File: src/include/stk_pkg.sv
// Purpose: shared constants and carrier types for the stack pointer unit
// Assumes: one-byte stack accesses, one byte per enabled clock
// Notes:   stack pointer = fixed upper bits concatenated with a 6-bit moving part
package stk_pkg;

    // pointer layout and reset value
    localparam int          PTR_W         = 16;
    localparam int          LOW_W         = 6;
    localparam int          STACK_DEPTH   = 64;
    localparam logic [9:0]  PTR_FIXED_HI  = 10'h003;   // upper bits, forced by hardware
    localparam logic [5:0]  PTR_LOW_RESET = 6'h3F;     // top of stack
    localparam logic [15:0] PTR_RESET     = 16'h00FF;

    // frame lengths in bytes
    localparam logic [2:0]  LEN_NONE = 3'h0;
    localparam logic [2:0]  LEN_BYTE = 3'h1;
    localparam logic [2:0]  LEN_CALL = 3'h2;
    localparam logic [2:0]  LEN_IRQ  = 3'h5;

    // byte order of a context frame, lowest address last
    localparam logic [2:0]  IDX_RET_LO = 3'h0;
    localparam logic [2:0]  IDX_RET_HI = 3'h1;
    localparam logic [2:0]  IDX_X      = 3'h2;
    localparam logic [2:0]  IDX_A      = 3'h3;
    localparam logic [2:0]  IDX_FLAGS  = 3'h4;

    // interrupt priority bits inside the condition flags
    localparam int          FLG_I1_POS = 5;
    localparam int          FLG_I0_POS = 3;
    localparam logic [1:0]  PRIO_RESET = 2'h3;

    typedef enum logic [3:0] {
        OP_PUSH,     // push one register byte
        OP_POP,      // pop one register byte
        OP_POPCC,    // pop condition flags, restores priority
        OP_CALL,     // save return address
        OP_RET,      // restore return address
        OP_IRQ,      // save full context on interrupt entry
        OP_IRET,     // restore full context
        OP_RESTACK,  // reset_stack_instruction
        OP_LDSP      // load low six bits of the pointer
    } op_t;

    typedef struct packed {
        op_t        op;
        logic [7:0] data;      // pushed byte or new pointer low six bits
        logic [1:0] irq_lvl;   // software priority of the routine entered
    } cmd_t;

    typedef struct packed {
        logic [15:0] pc;
        logic [7:0]  x;
        logic [7:0]  a;
        logic [7:0]  flags;
    } ctx_t;

endpackage

File: src/design/cpu_stack_pointer.sv
// Purpose: stack pointer and 64-byte stack of the 8-bit core
// Assumes: commands come from the instruction sequencer on REF_CLK
// Notes:   one stack byte moves per enabled clock; wrap is silent by design
module cpu_stack_pointer (
    // clock, reset, enable
    input  wire logic          REF_CLK,
    input  wire logic          ARST_N,
    input  wire logic          CE,
    // command from the sequencer
    input  wire logic          CMD_VALID,
    input  wire stk_pkg::cmd_t CMD,
    input  wire stk_pkg::ctx_t CTX_IN,
    output logic               READY,
    // results
    output logic               DONE,
    output logic [7:0]         POP_DATA,
    output stk_pkg::ctx_t      CTX_OUT,
    output logic [15:0]        STACK_POINTER,
    output logic [1:0]         PRIO_LEVEL
);

    // frame length of each command; zero means no stack access
    function automatic logic [2:0] op_len(input stk_pkg::op_t op);
        unique case (op)
            stk_pkg::OP_PUSH, stk_pkg::OP_POP, stk_pkg::OP_POPCC: op_len = stk_pkg::LEN_BYTE;
            stk_pkg::OP_CALL, stk_pkg::OP_RET:                    op_len = stk_pkg::LEN_CALL;
            stk_pkg::OP_IRQ,  stk_pkg::OP_IRET:                   op_len = stk_pkg::LEN_IRQ;
            default:                                              op_len = stk_pkg::LEN_NONE;
        endcase
    endfunction

    // pick one byte of a context by frame index
    function automatic logic [7:0] ctx_byte(input stk_pkg::ctx_t c, input logic [2:0] idx);
        unique case (idx)
            stk_pkg::IDX_RET_LO: ctx_byte = c.pc[7:0];
            stk_pkg::IDX_RET_HI: ctx_byte = c.pc[15:8];
            stk_pkg::IDX_X:      ctx_byte = c.x;
            stk_pkg::IDX_A:      ctx_byte = c.a;
            default:             ctx_byte = c.flags;
        endcase
    endfunction

    // place one byte into a context by frame index
    function automatic stk_pkg::ctx_t ctx_put(input stk_pkg::ctx_t c, input logic [2:0] idx,
                                              input logic [7:0] b);
        ctx_put = c;
        unique case (idx)
            stk_pkg::IDX_RET_LO: ctx_put.pc[7:0]  = b;
            stk_pkg::IDX_RET_HI: ctx_put.pc[15:8] = b;
            stk_pkg::IDX_X:      ctx_put.x        = b;
            stk_pkg::IDX_A:      ctx_put.a        = b;
            default:             ctx_put.flags    = b;
        endcase
    endfunction

    logic [7:0]    stack_mem [0:stk_pkg::STACK_DEPTH-1];
    logic [5:0]    low_r;
    logic [5:0]    low_nxt;
    stk_pkg::op_t  op_r;
    stk_pkg::ctx_t save_r;
    stk_pkg::ctx_t save_nxt;
    stk_pkg::ctx_t rest_r;
    stk_pkg::ctx_t rest_nxt;
    logic [1:0]    lvl_req_r;
    logic [1:0]    prio_r;
    logic [1:0]    prio_nxt;
    logic [7:0]    pop_r;
    logic          done_r;

    wire logic          seq_busy;
    wire logic          seq_active;
    wire logic [2:0]    seq_step;
    wire logic          seq_last;
    wire logic          take;
    wire logic          seq_start;
    wire stk_pkg::op_t  cur_op;
    wire logic [2:0]    cur_len;
    wire logic          is_push;
    wire logic          is_pop;
    wire logic [2:0]    byte_idx;
    wire stk_pkg::ctx_t cur_save;
    wire logic [7:0]    push_byte;
    wire logic [5:0]    low_inc;
    wire logic [5:0]    low_dec;
    wire logic [7:0]    pop_byte;
    wire logic          flags_popped;
    wire logic          do_restack;
    wire logic          do_ld;

    // command acceptance; a frame in flight holds off the next command
    assign READY     = ~seq_busy;
    assign take      = CE & CMD_VALID & ~seq_busy;
    assign seq_start = take & (op_len(CMD.op) != stk_pkg::LEN_NONE);
    assign do_restack = take & (CMD.op == stk_pkg::OP_RESTACK);
    assign do_ld     = take & (CMD.op == stk_pkg::OP_LDSP);

    stk_frame_seq u_seq (
        .clk    (REF_CLK),
        .arst_n (ARST_N),
        .ce     (CE),
        .start  (seq_start),
        .len    (op_len(CMD.op)),
        .busy   (seq_busy),
        .active (seq_active),
        .step   (seq_step),
        .last   (seq_last)
    );

    // decode of the byte being moved this cycle
    assign cur_op   = seq_start ? CMD.op : op_r;
    assign cur_len  = op_len(cur_op);
    assign is_push  = seq_active & ((cur_op == stk_pkg::OP_PUSH) |
                                    (cur_op == stk_pkg::OP_CALL) |
                                    (cur_op == stk_pkg::OP_IRQ));
    assign is_pop   = seq_active & ~is_push;
    // low return byte first, pops run in reverse
    assign byte_idx = (cur_op == stk_pkg::OP_POPCC) ? stk_pkg::IDX_FLAGS :
                      is_push ? seq_step : (cur_len - 3'h1 - seq_step);

    // saved flags carry the live priority bits
    always_comb begin
        save_nxt = CTX_IN;
        save_nxt.flags[stk_pkg::FLG_I1_POS] = prio_r[1];
        save_nxt.flags[stk_pkg::FLG_I0_POS] = prio_r[0];
    end

    assign cur_save  = seq_start ? save_nxt : save_r;
    assign push_byte = (cur_op == stk_pkg::OP_PUSH) ? CMD.data : ctx_byte(cur_save, byte_idx);

    assign low_inc   = low_r + 6'h01;
    assign low_dec   = low_r - 6'h01;
    // read the location after the increment
    assign pop_byte  = stack_mem[low_inc];
    assign flags_popped = is_pop & (byte_idx == stk_pkg::IDX_FLAGS) &
                          ((cur_op == stk_pkg::OP_IRET) | (cur_op == stk_pkg::OP_POPCC));

    // fixed upper bits, only the low six move
    assign STACK_POINTER = {stk_pkg::PTR_FIXED_HI, low_r};
    assign DONE       = done_r;
    assign POP_DATA   = pop_r;
    assign CTX_OUT    = rest_r;
    assign PRIO_LEVEL = prio_r;

    // pointer next value
    always_comb begin
        low_nxt = low_r;
        if (do_restack) begin
            low_nxt = stk_pkg::PTR_LOW_RESET;
        end else if (do_ld) begin
            low_nxt = CMD.data[5:0];
        end else if (is_push) begin
            low_nxt = low_dec;
        end else if (is_pop) begin
            low_nxt = low_inc;
        end
    end

    // restored context and priority; interrupt entry sets the priority to the routine level last
    always_comb begin
        rest_nxt = rest_r;
        prio_nxt = prio_r;
        if (is_pop) begin
            rest_nxt = ctx_put(rest_r, byte_idx, pop_byte);
        end
        if (is_push & seq_last & (cur_op == stk_pkg::OP_IRQ)) begin
            prio_nxt = lvl_req_r;
        end
        if (flags_popped) begin
            prio_nxt = {pop_byte[stk_pkg::FLG_I1_POS], pop_byte[stk_pkg::FLG_I0_POS]};
        end
    end

    // control state
    always_ff @(posedge REF_CLK or negedge ARST_N) begin
        if (!ARST_N) begin
            low_r     <= stk_pkg::PTR_LOW_RESET;
            op_r      <= stk_pkg::OP_PUSH;
            save_r    <= '0;
            rest_r    <= '0;
            lvl_req_r <= 2'h0;
            prio_r    <= stk_pkg::PRIO_RESET;
            pop_r     <= 8'h00;
            done_r    <= 1'b0;
        end else if (CE) begin
            low_r  <= low_nxt;
            rest_r <= rest_nxt;
            prio_r <= prio_nxt;
            done_r <= seq_last | do_restack | do_ld;
            if (seq_start) begin
                op_r      <= CMD.op;
                save_r    <= save_nxt;
                lvl_req_r <= CMD.irq_lvl;
            end
            if (is_pop) begin
                pop_r <= pop_byte;
            end
        end
    end

    // stack storage has no reset; contents are undefined until written
    always_ff @(posedge REF_CLK) begin
        // write at pointer, may overwrite on wrap
        if (CE & is_push) begin
            stack_mem[low_r] <= push_byte;
        end
    end

endmodule // cpu_stack_pointer

File: src/design/stk_frame_seq.sv
// Purpose: walks the bytes of a multi-byte stack frame, one per enabled clock
// Assumes: start only while not busy
// Notes:   step is 0 in the start cycle, so the first byte costs no extra cycle
module stk_frame_seq (
    // clock and reset
    input  wire logic       clk,
    input  wire logic       arst_n,
    input  wire logic       ce,
    // control
    input  wire logic       start,
    input  wire logic [2:0] len,
    // progress
    output logic            busy,
    output logic            active,
    output logic [2:0]      step,
    output logic            last
);

    logic [2:0] step_r;
    logic [2:0] len_r;
    logic       busy_r;

    // current position in the frame
    assign busy   = busy_r;
    assign active = start | busy_r;
    assign step   = start ? 3'h0 : step_r;
    assign last   = active & (step == ((start ? len : len_r) - 3'h1));

    // advance one byte per enabled clock
    always_ff @(posedge clk or negedge arst_n) begin
        if (!arst_n) begin
            step_r <= 3'h0;
            len_r  <= 3'h0;
            busy_r <= 1'b0;
        end else if (ce) begin
            if (start) begin
                len_r <= len;
            end
            if (active) begin
                busy_r <= ~last;
                step_r <= last ? 3'h0 : step + 3'h1;
            end
        end
    end

endmodule // stk_frame_seq

File: config.mk
export PLATFORM = sky130hd
export DESIGN_NAME = cpu_stack_pointer
export DESIGN_NICKNAME = d
export VERILOG_FILES = /design/src/include/stk_pkg.sv /design/src/design/cpu_stack_pointer.sv /design/src/design/stk_frame_seq.sv
export SDC_FILE = /design/constraint.sdc
export NUM_CORES = 1
export LEC_CHECK = 0
export ABC_AREA = 1
export BUFFER_PORTS_ARGS = -buffer_cell sky130_fd_sc_hd__buf_4
export CORE_ASPECT_RATIO = 0.6
export CORE_MARGIN = 5
export CORE_UTILIZATION = 25
export CTS_CLUSTER_DIAMETER = 80
export CTS_CLUSTER_SIZE = 8
export DETAILED_ROUTE_END_ITERATION = 8
export PLACE_DENSITY = 0.51
export SLEW_MARGIN = 20
export SYNTH_ARGS = -nofsm -noshare
export SYNTH_HDL_FRONTEND = slang
export SYNTH_SLANG_ARGS = --single-unit
File: constraint.sdc
create_clock -name REF_CLK -period 4 [get_ports REF_CLK]
set_clock_uncertainty 0.2 [all_clocks]
set_input_delay 0.6 -clock REF_CLK [delete_from_list [all_inputs] [get_ports REF_CLK]]
set_output_delay 0.6 -clock REF_CLK [all_outputs]
set_load 0.005 [all_outputs]
==> impl_metrics.py <==
metrics = {
    "cells_and_area": {
        "register_area_um2": 18100,
        "drive_gt1_share_pct": 18.8,
        "layout.cells.non_filler": 3879,
        "layout_commonest_cell": "edfxtp_1",
        "mostFrequentLayoutCells": "edfxtp_1, nor2_1, o21ai_0",
        "fill_cells": 10342,
        "nets": 2513,
        "area_growth_pct": 25.9,
        "multi_input_comb_area_um2": 6800,
    },
    "sta": {
        "slew_headroom_pct": 45.4,
        "slew_violations": 0,
        "min_period_over_period_pct": 94.6,
        "setup_viol": 0,
        "hold-worst-slack_ns": 0.0425,
        "max_freq_ghz": 0.264,
        "max_slew.worst_pin.slew_ns": 0.819,
        "min_period_ns": 3.78,
        "hold_viol": 0,
    },
    "global_routing": {
        "grt_max_degree": 154,
        "top_usage_layer": "met1",
        "grt_overflow": 0,
        "grtUsageTotal_pct": 13.8,
        "grtUsageMet2_pct": 17.7,
        "use_met1_pct": 22.7,
        "antenna_found_initial": 0,
        "grt_pass1_vias": 17012,
        "grt_pass1_wl_um": 115000,
        "grt.met3_usage_pct": 3.52,
    },
    "placement": {
        "place.port_buffers": 113,
        "gp_congestion": 0.815,
        "dp.final_hpwl_um": 47700,
        "place_inst": 3711,
    },
    "synthesis": {
        "synth_async_sr_flop_share_pct": 17.7,
        "yosys-top-cells-area": "edfxtp_1, dfrtp_1, o21ai_0, nor2_1, nand2_1",
        "seq_area_frac_synth_pct": 70.4,
        "synth_ff_type": "edfxtp_1",
        "synth_edf_count": 512,
        "syn_area_um2": 25800,
        "syn_area_per_cell_um2": 11.8,
        "synth_warnings": 0,
        "synth_seq_cells": 622,
        "syn_inst": 2182,
        "synth_top_cell_area_share_pct": 59.6,
        "synth.distinct_cells": 43,
        "yosysTopAreaCell": "edfxtp_1",
    },
    "cts": {
        "cts_num_sinks": 622,
        "htree_levels": 3,
        "cts-buffers-inserted": 87,
        "clockBufferDepth": 3,
        "cts.clk_slew.worst_paths_ns": 0.05,
        "clock-root-buffer": "clkbuf_16",
        "cts_tree": "built",
        "clock_latency_ns": 0.67,
    },
    "worst_setup_path": {
        "cp-start-kind": "register",
        "worstSetupEndpointType": "register",
        "worst-setup-path-type": "register to register",
        "cp_max_fo": 15,
        "cp.arrival_ns": 3.98,
        "crit_required_ns": 4.20,
        "rrSetupSlack_ns": 0.22,
    },
    "detailed_routing": {
        "viasPerCell": 4.70,
        "drc": 0,
        "drtPass1Iterations": 5,
        "finalWirelength_um": 78800,
        "drt-initial-drc-count": 2122,
        "vias": 18224,
        "postRouteAntennaNets": 0,
        "routedWlPerCell_um": 20.3,
    },
    "floorplanning": {
        "dieArea_um2": 110000,
        "die_width_um": 425,
        "core_area_um2": 103000,
        "row_count": 91,
        "chipHeight_um": 259,
        "ioPinCount": 126,
        "initial_core_util_pct": 25.1,
    },
    "worst_hold_path": {
        "min_path_type": "primary input to register",
    },
    "outcome": {
        "status": "completed",
    },
    "flow_run": {
        "max-cap-violations": 0,
    },
}
-- registers in the layout, summed over array words and instances, names as in the netlist --
signal,count
CTX_OUT,40
DONE,1
POP_DATA,8
PRIO_LEVEL,2
low_r,6
lvl_req_r,2
op_r,4
save_r,40
stack_mem,512
u_seq.busy,1
u_seq.len_r,3
u_seq.step_r,3
-- layout make-up --
class	instances	area share, %
repair buffers	316	9.05
clock buffers	116	7.07
multi-input cells	1330	21.0
clock inverters	7	0.551
flip-flops and latches	622	55.9
inverters	92	1.09
diodes	1	0.00771
well taps	1395	5.38
-- per-stage QoR --
| stage | setup slack [ns] | utilization, % | instance area, um^2 | TNS [ns] |
|---|---|---|---|---|
| finish | 0.217 | 31.6 | 32500 | 0 |
| global route | -0.0139 | 31.6 | 32500 | -0.333 |
| CTS | 0.119 | 31.4 | 32200 | 0 |
| detailed placement | -0.177 | 28.7 | 29400 | -52.93 |
| global placement | -0.162 | 28.7 | 29400 | -40.51 |
| floorplan | 0.0786 | - | 25800 | 0 |
-- critical path: stages, from the launching register on --
cell       delay (ns)
dfrtp_1          0.42
nor2_4           0.22
buf_4            0.15
nand3_1          0.06
nand2_1          0.09
nand2_1          0.11
nand3_2          0.10
nand2_1          0.06
ha_2             0.19
fa_2             0.34
inv_1            0.06
nand2_1          0.06
nand2_2          0.09
nand2_2          0.06
nand2_2          0.10
a21oi_4          0.06
buf_4            0.14
buf_4            0.14
clkbuf_16        0.16
nand3_1          0.08
nand4_1          0.12
nand2_2          0.13
nand2_8          0.16
clkbuf_16        0.22
-- layer usage --
layer  wire length, um  up-vias
met5                 0        -
met4              1050        0
met1             40600     9091
met3              6360       85
met2             30800      640
li1                  -     8408
-- cell usage after synthesis (2+ instances only) --
cell type and n:
edfxtp_1 512, nor2_1 352, o21ai_0 305, nand2_1 238, clkbuf_1 114, nand3_1 113, dfrtp_1 102, inv_1 84
o221ai_1 82, o22ai_1 49, o211ai_1 43, a21oi_1 25, o21ai_1 24, nand4_1 13, nand2_2 12, buf_4 10
buf_2 9, nor3_1 9, or2_2 9, dfstp_2 8, buf_1 7, a22oi_1 6, buf_6 6, inv_2 6
ha_1 5, nand3_2 5, nor2_2 5, xor2_1 5, nor2_4 4, a21oi_2 3, clkinv_1 2, conb_1 2
nand3_4 2, xnor2_1 2
-- what timing repair did --
action / in CTS / in global routing
resized for setup: 0 / 19
hold endpoints to repair: 75 / 0
setup buffers: 0 / 8
setup endpoints to repair: 0 / 536
hold buffers: 29 / 0
-- final timing paths --
kind,depth (start not counted),startpoint,to
hold / removal,3,CTX_IN[0],save_r[0]
max in group asynchronous,3,ARST_N,POP_DATA[6]
hold reg to reg,2,save_r[10],save_r[10]
setup reg to reg,23,u_seq.busy,stack_mem[31][5]
setup / recovery,23,u_seq.busy,stack_mem[31][5]
min in group asynchronous,2,ARST_N,op_r[2]
-- kinds of logic after synthesis --
kind of cell / count (synthesis) / synth area share (%)
simple gates: 767 / 12.7
flops: 622 / 70.4
compound gates: 540 / 12.5
buf+inv: 238 / 3.83
xor+xnor: 7 / 0.238
fa+ha+maj: 6 / 0.320
other cells: 2 / 0.0291
Power is not shown: default switching activity piles up to over one toggle a cycle in this logic, so the estimate is an artifact.
